## config.mk

```make
export PLATFORM = sky130hd
export DESIGN_NAME = ccw_comparator_ctrl
export DESIGN_NICKNAME = d
export VERILOG_FILES = /design/src/ccw_pkg.sv /design/src/ccw_comparator_ctrl.sv
export SDC_FILE = /design/constraint.sdc
export NUM_CORES = 1
export LEC_CHECK = 0
export BUFFER_PORTS_ARGS = -buffer_cell sky130_fd_sc_hd__buf_2
export CORE_UTILIZATION = 40
export CTS_CLUSTER_SIZE = 40
export DETAILED_ROUTE_END_ITERATION = 6
export PLACE_DENSITY = 0.76
export SLEW_MARGIN = 20
export SYNTH_ARGS = -nofsm -noshare
export SYNTH_HDL_FRONTEND = slang
export SYNTH_SLANG_ARGS = --single-unit
```

## constraint.sdc

```tcl
create_clock -name clk_sys_in -period 2 [get_ports clk_sys_in]
set_input_delay 0.3 -clock clk_sys_in [delete_from_list [all_inputs] [get_ports clk_sys_in]]
set_output_delay 0.3 -clock clk_sys_in [all_outputs]
set_load 0.02 [all_outputs]
```

## src/ccw_pkg.sv

```systemverilog
// package: offsets, fields, reset values and carriers for the comparator control block
package ccw_pkg;

    // ****************************************
    // register map
    // ****************************************
    localparam logic [7:0] CCW_OFS_CTRL = 8'h00;
    localparam logic [7:0] CCW_OFS_WAKE = 8'h04;
    localparam logic [7:0] CCW_OFS_IRQ_STAT = 8'h08;
    localparam logic [7:0] CCW_OFS_IRQ_MASK = 8'h0c;

    // ****************************************
    // comparator_control fields
    // ****************************************
    localparam int CCW_BIT_RESULT = 7;
    localparam int CCW_BIT_PIN_DIS = 6;
    localparam int CCW_BIT_POL = 5;
    localparam int CCW_BIT_ROUTE_N = 4;
    localparam int CCW_BIT_ON = 3;
    localparam int CCW_BIT_NEG_SEL = 2;
    localparam int CCW_BIT_POS_SEL = 1;
    localparam int CCW_BIT_WAKE_N = 0;
    localparam logic [6:0] CCW_CTRL_RST = 7'h7f;

    // ****************************************
    // other fields and reset values
    // ****************************************
    localparam int CCW_BIT_WAKE_FLAG = 6;
    localparam int CCW_IRQ_CHANGE = 0;
    localparam int CCW_IRQ_WAKE = 1;
    localparam logic [1:0] CCW_IRQ_RST = 2'h0;

    // ****************************************
    // carriers
    // ****************************************
    typedef struct packed {
        logic power;
        logic plus_sel;
        logic minus_sel;
    } ccw_analog_s;

    typedef struct packed {
        logic pin_value;
        logic pin_oe;
        logic timer_clk;
    } ccw_pins_s;

    typedef struct packed {
        logic [6:0] ctrl;
        logic sync1;
        logic sync2;
        logic res_q;
        logic tsync1;
        logic tsync2;
        logic latched;
        logic armed;
        logic wake_flag;
        logic [1:0] irq_stat;
        logic [1:0] irq_mask;
        logic irq;
        logic pready;
        logic pslverr;
        logic [31:0] prdata;
        ccw_analog_s analog;
        ccw_pins_s pins;
    } ccw_state_s;

endpackage : ccw_pkg

```

## src/ccw_comparator_ctrl.sv

```systemverilog
// comparator control, pin and timer routing, wake flag and interrupt, apb slave
// Notes on behaviour
// - The top bit of the control register reads the comparator result, one when plus is above minus.
// - With the pin-disable bit clear the result drives the output pin, with it set it does not.
// - The polarity bit set passes the result, clear inverts it.
// - With the routing bit clear the result clocks the timer, otherwise the timer clock select decides.
// - The comparator-on bit powers the comparator.
// - The negative-select bit picks the negative pin when set, the internal reference when clear.
// - The positive-select bit picks the positive pin when set, the negative pin when clear.
// - The wake bit is active low: zero enables wake on a result change.
// - With the comparator off, its pin, polarity, routing, select and wake bits have no effect.
// - A result enabled onto the pin overrides the timer clock select's control of pin direction.
// - The wake flag sets only when wake is enabled, the register was read, the device sleeps and the result changed.
// - Software may clear the wake flag and any reset other than a comparator wake clears it.
// - A comparator left on when sleep starts keeps running during sleep.
// - Power-on reset loads every control bit with one.
// - The comparator is held powered down while any reset is asserted.
// - After a comparator wake reset the status bit six reads one, after any other reset zero.
`timescale 1ns/1ns
`default_nettype none

module ccw_comparator_ctrl
    import ccw_pkg::*;
(
    // clock and power-on reset
    input wire logic clk_sys_in,
    input wire logic rst_in,
    // apb slave
    input wire logic psel_in,
    input wire logic penable_in,
    input wire logic pwrite_in,
    input wire logic [7:0] paddr_in,
    input wire logic [31:0] pwdata_in,
    output logic pready_out,
    output logic pslverr_out,
    output logic [31:0] prdata_out,
    // analog comparator
    input wire logic comparator_raw_in,
    output ccw_pkg::ccw_analog_s analog_out,
    // shared pin and timer clock mux
    input wire logic timer_pin_clk_in,
    input wire logic cycle_tick_in,
    input wire logic shared_pin_data_in,
    input wire logic direction_control_in,
    input wire logic timer_clock_select_in,
    output ccw_pkg::ccw_pins_s pins_out,
    // core status
    input wire logic sleep_in,
    input wire logic device_reset_in,
    input wire logic wake_reset_in,
    output logic compare_wake_flag_out,
    output logic irq_out
);
    import ccw_pkg::*;

    // ****************************************
    // state and decode
    // ****************************************
    ccw_state_s s;
    ccw_state_s next_s;

    logic access;
    logic done;
    logic wr;
    logic rd_ctrl;
    logic mapped;
    logic on;
    logic to_pin;
    logic to_timer;
    logic pol_result;
    logic wake_set;
    logic change_ev;
    logic [31:0] rd_word;

    // one wait state so that read data comes from a flop
    assign access = psel_in & penable_in & ~s.pready;
    assign done = psel_in & penable_in & s.pready;
    assign wr = done & pwrite_in;
    assign rd_ctrl = done & ~pwrite_in & (paddr_in == CCW_OFS_CTRL);
    assign mapped = (paddr_in == CCW_OFS_CTRL) | (paddr_in == CCW_OFS_WAKE)
        | (paddr_in == CCW_OFS_IRQ_STAT) | (paddr_in == CCW_OFS_IRQ_MASK);

    // ****************************************
    // comparator behaviour
    // ****************************************
    // control bits only count while the comparator is on
    assign on = s.ctrl[CCW_BIT_ON];
    assign to_pin = on & ~s.ctrl[CCW_BIT_PIN_DIS];
    assign to_timer = on & ~s.ctrl[CCW_BIT_ROUTE_N];
    assign pol_result = s.sync2 ^ ~s.ctrl[CCW_BIT_POL];
    assign change_ev = on & (s.sync2 != s.res_q);
    // latched value compared, so a change before sleep still wakes
    assign wake_set = on & ~s.ctrl[CCW_BIT_WAKE_N] & s.armed & sleep_in
        & (s.sync2 != s.latched);

    always_comb
    begin
        rd_word = 32'h0;
        case (paddr_in)
            CCW_OFS_CTRL:
            begin
                rd_word[7:0] = {s.sync2, s.ctrl};
            end
            CCW_OFS_WAKE:
            begin
                rd_word[CCW_BIT_WAKE_FLAG] = s.wake_flag;
            end
            CCW_OFS_IRQ_STAT:
            begin
                rd_word[1:0] = s.irq_stat;
            end
            CCW_OFS_IRQ_MASK:
            begin
                rd_word[1:0] = s.irq_mask;
            end
            default:
            begin
                rd_word = 32'h0;
            end
        endcase
    end

    // ****************************************
    // next state
    // ****************************************
    always_comb
    begin
        next_s = s;
        // first flop feeds only the second
        next_s.sync1 = comparator_raw_in;
        next_s.sync2 = s.sync1;
        next_s.res_q = s.sync2;
        next_s.tsync1 = timer_pin_clk_in;
        next_s.tsync2 = s.tsync1;
        // bus answer
        next_s.pready = access;
        next_s.pslverr = access & ~mapped;
        next_s.prdata = access ? rd_word : 32'h0;
        if (wr && paddr_in == CCW_OFS_CTRL)
        begin
            next_s.ctrl = pwdata_in[6:0];
        end
        if (wr && paddr_in == CCW_OFS_IRQ_MASK)
        begin
            next_s.irq_mask = pwdata_in[1:0];
        end
        // reading the control register arms change detection
        if (rd_ctrl)
        begin
            next_s.armed = 1'b1;
            next_s.latched = s.sync2;
        end
        // write-one clear, a set in the same cycle wins
        if (wr && paddr_in == CCW_OFS_WAKE && pwdata_in[CCW_BIT_WAKE_FLAG])
        begin
            next_s.wake_flag = 1'b0;
        end
        if (wake_set)
        begin
            next_s.wake_flag = 1'b1;
        end
        if (wr && paddr_in == CCW_OFS_IRQ_STAT)
        begin
            next_s.irq_stat = s.irq_stat & ~pwdata_in[1:0];
        end
        next_s.irq_stat[CCW_IRQ_CHANGE] = next_s.irq_stat[CCW_IRQ_CHANGE] | change_ev;
        next_s.irq_stat[CCW_IRQ_WAKE] = next_s.irq_stat[CCW_IRQ_WAKE] | wake_set;
        next_s.irq = |(s.irq_stat & s.irq_mask);
        // sleep does not gate power
        next_s.analog.power = on & ~device_reset_in;
        next_s.analog.minus_sel = on & s.ctrl[CCW_BIT_NEG_SEL];
        next_s.analog.plus_sel = on & s.ctrl[CCW_BIT_POS_SEL];
        next_s.pins.pin_value = to_pin ? pol_result : shared_pin_data_in;
        // driving the result beats the timer clock input on direction
        next_s.pins.pin_oe = to_pin | ~(direction_control_in | timer_clock_select_in);
        if (to_timer)
        begin
            next_s.pins.timer_clk = pol_result;
        end
        else
        begin
            next_s.pins.timer_clk = timer_clock_select_in ? s.tsync2 : cycle_tick_in;
        end
        // warm reset keeps control, wake flag survives only its own reset
        if (device_reset_in)
        begin
            next_s.armed = 1'b0;
            next_s.wake_flag = wake_reset_in & s.wake_flag;
        end
    end

    always_ff @(posedge clk_sys_in)
    begin
        if (rst_in)
        begin
            s <= '0;
            s.ctrl <= CCW_CTRL_RST;
            s.irq_stat <= CCW_IRQ_RST;
            s.irq_mask <= CCW_IRQ_RST;
        end
        else
        begin
            s <= next_s;
        end
    end

    // ****************************************
    // outputs
    // ****************************************
    assign pready_out = s.pready;
    assign pslverr_out = s.pslverr;
    assign prdata_out = s.prdata;
    assign analog_out = s.analog;
    assign pins_out = s.pins;
    assign compare_wake_flag_out = s.wake_flag;
    assign irq_out = s.irq;

    // ****************************************
    // checks
    // ****************************************
    AST_RESULT_READ: assert property (@(posedge clk_sys_in) disable iff (rst_in)
        (access && !pwrite_in && paddr_in == CCW_OFS_CTRL)
        |=> prdata_out[CCW_BIT_RESULT] == $past(s.sync2))
        else $error("result bit does not match synchronised comparator");

    AST_PIN_DRIVE: assert property (@(posedge clk_sys_in) disable iff (rst_in)
        to_pin |=> pins_out.pin_oe && pins_out.pin_value == $past(pol_result))
        else $error("result not driven onto the pin");

    AST_POLARITY: assert property (@(posedge clk_sys_in) disable iff (rst_in)
        (to_pin && s.ctrl[CCW_BIT_POL] == 1'b0)
        |=> pins_out.pin_value == !$past(s.sync2))
        else $error("inverted polarity not applied");

    AST_TIMER_ROUTE: assert property (@(posedge clk_sys_in) disable iff (rst_in)
        (!to_timer && !timer_clock_select_in)
        |=> pins_out.timer_clk == $past(cycle_tick_in))
        else $error("timer clock not from its own select");

    AST_POWER: assert property (@(posedge clk_sys_in) disable iff (rst_in)
        device_reset_in |=> !analog_out.power)
        else $error("comparator powered during reset");

    AST_OFF_IGNORE: assert property (@(posedge clk_sys_in) disable iff (rst_in)
        (!on && direction_control_in)
        |=> !pins_out.pin_oe && !analog_out.plus_sel && !analog_out.minus_sel)
        else $error("control bits acted while comparator off");

    AST_WAKE_SET: assert property (@(posedge clk_sys_in) disable iff (rst_in)
        $rose(compare_wake_flag_out)
        |-> $past(sleep_in) && $past(s.armed) && !$past(s.ctrl[CCW_BIT_WAKE_N]))
        else $error("wake flag set without its conditions");

    AST_WAKE_CLEAR: assert property (@(posedge clk_sys_in) disable iff (rst_in)
        (device_reset_in && !wake_reset_in) |=> !compare_wake_flag_out)
        else $error("wake flag survived a non-wake reset");

    AST_RESET_CTRL: assert property (@(posedge clk_sys_in)
        rst_in |=> s.ctrl == CCW_CTRL_RST && !analog_out.power)
        else $error("control register not all ones after power-on reset");

    AST_SYNC: assert property (@(posedge clk_sys_in) disable iff (rst_in)
        ##2 s.sync2 == $past(comparator_raw_in, 2))
        else $error("synchroniser depth wrong");

    // ****************************************
    // checks on power, selects, pins and wake
    // ****************************************
    AST_POWER_OFF: assert property (@(posedge clk_sys_in) disable iff (rst_in)
        !on
        |=> !analog_out.power)
        else $error("comparator powered while switched off");

    // sleep alone never gates power, only the on bit and a reset do
    AST_SLEEP_POWER: assert property (@(posedge clk_sys_in) disable iff (rst_in)
        (on && sleep_in && !device_reset_in)
        |=> analog_out.power)
        else $error("comparator stopped during sleep");

    AST_MINUS_SEL: assert property (@(posedge clk_sys_in) disable iff (rst_in)
        on
        |=> analog_out.minus_sel == $past(s.ctrl[CCW_BIT_NEG_SEL]))
        else $error("minus input select wrong");

    AST_PLUS_SEL: assert property (@(posedge clk_sys_in) disable iff (rst_in)
        on
        |=> analog_out.plus_sel == $past(s.ctrl[CCW_BIT_POS_SEL]))
        else $error("plus input select wrong");

    // the flag may be kept but never raised while wake is off
    AST_WAKE_DISABLED: assert property (@(posedge clk_sys_in) disable iff (rst_in)
        (s.ctrl[CCW_BIT_WAKE_N] && !compare_wake_flag_out) |=> !compare_wake_flag_out)
        else $error("wake flag set while wake disabled");

    AST_PIN_OFF: assert property (@(posedge clk_sys_in) disable iff (rst_in)
        (on && s.ctrl[CCW_BIT_PIN_DIS] && direction_control_in)
        |=> !pins_out.pin_oe)
        else $error("result driven onto a disabled pin");

    // timer pin clock would make the pin an input, the result wins
    AST_PIN_OVERRIDE: assert property (@(posedge clk_sys_in) disable iff (rst_in)
        (to_pin && direction_control_in && timer_clock_select_in) |=> pins_out.pin_oe)
        else $error("timer select took the pin from the result");

    AST_POL_PASS: assert property (@(posedge clk_sys_in) disable iff (rst_in)
        (to_pin && s.ctrl[CCW_BIT_POL])
        |=> pins_out.pin_value == $past(s.sync2))
        else $error("true polarity not applied");

    AST_TIMER_RESULT: assert property (@(posedge clk_sys_in) disable iff (rst_in)
        to_timer
        |=> pins_out.timer_clk == $past(pol_result))
        else $error("result not routed to the timer clock");

    AST_OFF_TIMER: assert property (@(posedge clk_sys_in) disable iff (rst_in)
        (!on && !timer_clock_select_in)
        |=> pins_out.timer_clk == $past(cycle_tick_in))
        else $error("routing bit acted while comparator off");

    AST_ARM: assert property (@(posedge clk_sys_in) disable iff (rst_in)
        (rd_ctrl && !device_reset_in)
        |=> s.armed && s.latched == $past(s.sync2))
        else $error("control read did not latch the result");

    // conditions spelled out, not taken from the wake_set term
    AST_WAKE_FWD: assert property (@(posedge clk_sys_in) disable iff (rst_in)
        (on && !s.ctrl[CCW_BIT_WAKE_N] && s.armed && sleep_in
        && s.sync2 != s.latched && !device_reset_in) |=> compare_wake_flag_out)
        else $error("wake flag missed a change in sleep");

    // a same-cycle set would win, so sleep is excluded here
    AST_SW_CLEAR: assert property (@(posedge clk_sys_in) disable iff (rst_in)
        (wr && paddr_in == CCW_OFS_WAKE && pwdata_in[CCW_BIT_WAKE_FLAG]
        && !sleep_in && !device_reset_in) |=> !compare_wake_flag_out)
        else $error("software clear of wake flag ignored");

    AST_WAKE_READ: assert property (@(posedge clk_sys_in) disable iff (rst_in)
        (access && !pwrite_in && paddr_in == CCW_OFS_WAKE)
        |=> prdata_out[CCW_BIT_WAKE_FLAG] == $past(compare_wake_flag_out))
        else $error("wake status bit reads wrong");

endmodule : ccw_comparator_ctrl

`default_nettype wire

```

# Word level (Yosys, flattened, before mapping)
# Index checks and enable logic that the tools add are counted.
# op_classes
mux	9
n_bitwise	40
n_eq_ne	5
n_reduce_logical	11
# op_table
operator	n
$and A1 B1 Y1	18
$eq A8 B4 Y1 const B	2
$not A1 Y1	11
$eq A8 B3 Y1 const B	1
$logic_not A8 Y1	1
$or A1 B1 Y1	7
$mux W1	6
$pmux W2 S3	1
$reduce_or A2 Y1	3
$logic_and A1 B1 Y1	5
$and A2 B2 Y2	2
$reduce_bool A3 Y1	1
$reduce_or A3 Y1	1
$mux W2	1
$ne A1 B1 Y1	2
$not A2 Y2	1
$pmux W1 S2	1
$xor A1 B1 Y1	1
# totals
regBits	60
wordCells	88
out_inout_bits	42

# Depth between registers and ports, before layout
# logic_depth
word_depth	8
ltp_mapped	5

# Least setup slack after synthesis
# Ideal clock, no wire load.
# synth_timing
kind	input -> register
start	in paddr_in[1]
end	reg s[47] in the netlist's numbering
stages	4
setup_ns	0.121
arrival_time_ns	1.764
path_buffers	1
path_slack_ns	0.115
cell_sequence	or4_4 buf_6 or4_4 mux2_4
# synth_via
elab_chain_cells	2
# synth_lines
element	line	rtl
start: declaration	ccw_comparator_ctrl.sv:32	input wire logic [7:0] paddr_in,
$logic_not A8 Y1	ccw_comparator_ctrl.sv:79	assign rd_ctrl = done & ~pwrite_in & (paddr_in == CCW_OFS_CTRL);
$and A1 B1 Y1	ccw_comparator_ctrl.sv:79	
end signal: assignment	ccw_comparator_ctrl.sv:203	s <= next_s;
end: declaration	ccw_comparator_ctrl.sv:59	ccw_state_s s;
# Every way passes these cells.
# A chain may end at the register's enable or synchronous reset.

# Final worst setup path
# Same ends and word-level chain as after synthesis.

==> qor.csv <==
metric;value;unit
hold_buffers;0;
rsz0062_at_grt;no;
maxSlewHeadroom;60.4;%
p_int;1060;µW
first_pass_iters;3;
dp_slack;67.0;ps
clk_pin_slew;60;ps
r2r-end;prdata_out[7]$_SDFF_PP0_;
grt_max_degree;36;
die_width;67.7;µm
p_sw_share;24.4;%
drc;0;
finalSetupViolCount;0;
yosysTopAreaCell;dfxtp_1;
fillCellCount;427;
synth_common_cells;38 x buf_4, 36 x dfxtp_1, 23 x nor2_1;
clkSinkCount;36;
min_path_type;in2reg;
combPwrFrac;10.5;%
crit_type;in2reg;
crit_top_cell;or4_4;
reg2reg_slack;380;ps
yosysMostFrequentCell;buf_4;
hold_depth;2;
drtIter0Drc;21;
first_global_vias;1012;
grt_pass1_wl;4.61;mm
ys.flop_type;dfxtp_1;
n_antenna_cell;0;
whs;218;ps
min_period;1640;ps
port_buffers;46;
overflow;0;
finalPower;1410;µW
post_cts_buffers;0;
design.die.area;4580;µm²
yosysTopAreaCellShare;41.7;%
skew;6.03;ps
layout-drive-gt1-share;29.0;%
cts_buffers;5;
ys_seq_area_share;41.7;%
wl_per_cell;11.1;µm
synth_top_cells_by_area;dfxtp_1 42%, buf_4 17%, mux2i_1 8.1%, nor2_1 5.0%, nor2b_1 2.5%;
syn_inst;182;
core;4090;µm²
seqPwrFrac;52.3;%
fmax;0.609;GHz
clkLatencyLatePin;290;ps
peakVddDrop;0.257;mV
drt-total-wl;2.92;mm
hold_viol;0;
powerDensity;748;nW/µm²
cts_buffer_depth;2;
die_y;67.7;µm
via_count;1165;
worst_pin_slew;586;ps
critPathRequiredTime;2180;ps
setup_ws;358;ps
fin_crit_sh;82.1;%
crit_chain;buf_2, or4_4, or4_4, mux2_4;
grt_antenna_before_repair;0;
synth_edf_count;0;
leakagePower;0.000912;µW
dpl.hpwl;2.19;mm
cp_max_fo;4;
cap_violations;0;
slowest_delay;560;ps
min_to;analog_out[2]$_SDFF_PP0_;
crit_arrival;1820;ps
worstSetupStartpointType;primary input;
synth_warnings;0;
syn_to_final_growth;8.91;%
postLayoutCoreUtil;46.0;%
clock_power_share;37.1;%
rows;23;
avgSynthCellArea;9.49;µm²
ios;96;
drt.antenna.violating_nets;0;
yosys_register_bits;36;
r2r_cells;4;
crit_path_end_kind;flop;
htreeDepth;2;
synth-async-reset-ratio;0;%
grt.total_usage;14.1;%
synth_cell_types;39;
gp_congestion;0.840;
root_buffer;clkbuf_8;
slowest_stage;or4_4;
cts_tree;yes;
reg2reg_from;pready_out$_SDFF_PP0_;
finalSetupTns;0;ps
drv_slew;0;
min_from;device_reset_in;
switching_power;344;µW
start_util;42.3;%
nets;267;
status;finished, final reports clean;
via_per_inst;4.41;
synthesis.area;1730;µm²
cts_resized;0;
## flip-flops by register name (all words and copies together), names as in the netlist, 3 cells and up
signal / flops
analog_out: 3
next_s: 3
pins_out: 3
prdata_out: 8
s: 14
## power groups by stage
stage | logic, µW | clock network [µW] | registers (µW)
floorplan | 145 | 0 | 753
global placement | 146 | 0 | 752
detailed placement | 147 | 0 | 753
CTS | 148 | 541 | 736
global route | 164 | 567 | 738
finish | 148 | 522 | 736
## cells by family after synthesis
| family | count (synthesis) | share of synthesized area (%) |
|---|---|---|
| other | 1 | 0.217 |
| AO/OA/AOI/OAI | 12 | 5.00 |
| AND/OR/NAND/NOR | 66 | 22.8 |
| multiplexers | 15 | 8.98 |
| XOR/XNOR | 3 | 1.52 |
| buffers and inverters | 49 | 19.8 |
| flip-flops | 36 | 41.7 |
## critical path: cells and delay by family
kind	cells	cell delay [ps]
AND/OR/NAND/NOR	2	1110
buffers and inverters	1	90
multiplexers	1	310
## final cells by class
cell class / count / area, µm² / share of cell area (%)
Multi-Input combinational cell: 120 / 751 / 39.9
Timing Repair Buffer: 49 / 253 / 13.4
Inverter: 1 / 3.75 / 0.200
Sequential cell: 36 / 721 / 38.3
Clock buffer: 8 / 90.1 / 4.79
Tap cell: 50 / 62.6 / 3.33
## per-stage QoR
stage,area (µm²),instances
after global routing,1880,264
after detailed placement,1790,256
final,1880,264
after CTS,1880,264
after global placement,1790,256
after floorplan,1810,205
## how the worst max path moves through the flow
stage	slack, ps	to	cells past startpoint	start
after CTS	370	s[47]$_SDFFE_PP0P_	4	paddr_in[1]
after global routing	290	prdata_out[4]$_SDFF_PP0_	4	pready_out$_SDFF_PP0_
after floorplan	110	s[47]$_SDFFE_PP0P_	4	paddr_in[1]
final	360	s[47]$_SDFFE_PP0P_	4	paddr_in[1]
after detailed placement	70	s[47]$_SDFFE_PP0P_	4	paddr_in[1]
after global placement	70	s[47]$_SDFFE_PP0P_	4	paddr_in[1]
## placed cells by master, fill, tap and decap left out, drive strengths merged, types with 2 or more instances in the layout
master / synthesis / final
conb: 1 / 24
a311oi: 2 / 2
nor4b: 2 / 2
a2bb2oi: 2 / 2
clkbuf: 8 / 8
a21oi: 2 / 2
buf: 40 / 49
nor4: 2 / 2
and2: 6 / 6
and4b: 2 / 2
nand2: 3 / 3
nor2: 23 / 23
nand2b: 6 / 6
dfxtp: 36 / 36
or4: 3 / 3
and3b: 2 / 2
xor2: 2 / 2
mux2i: 14 / 14
or2: 2 / 2
nor2b: 7 / 7
## layer usage
layer	vias up	global-route usage (%)	routed length [µm]
li1	604	-	-
met1	516	16.5	1260
met2	39	22.5	1420
met3	6	4.39	173
met4	0	7.98	65
met5	-	0	0
Power figures use the tool's default switching activity.
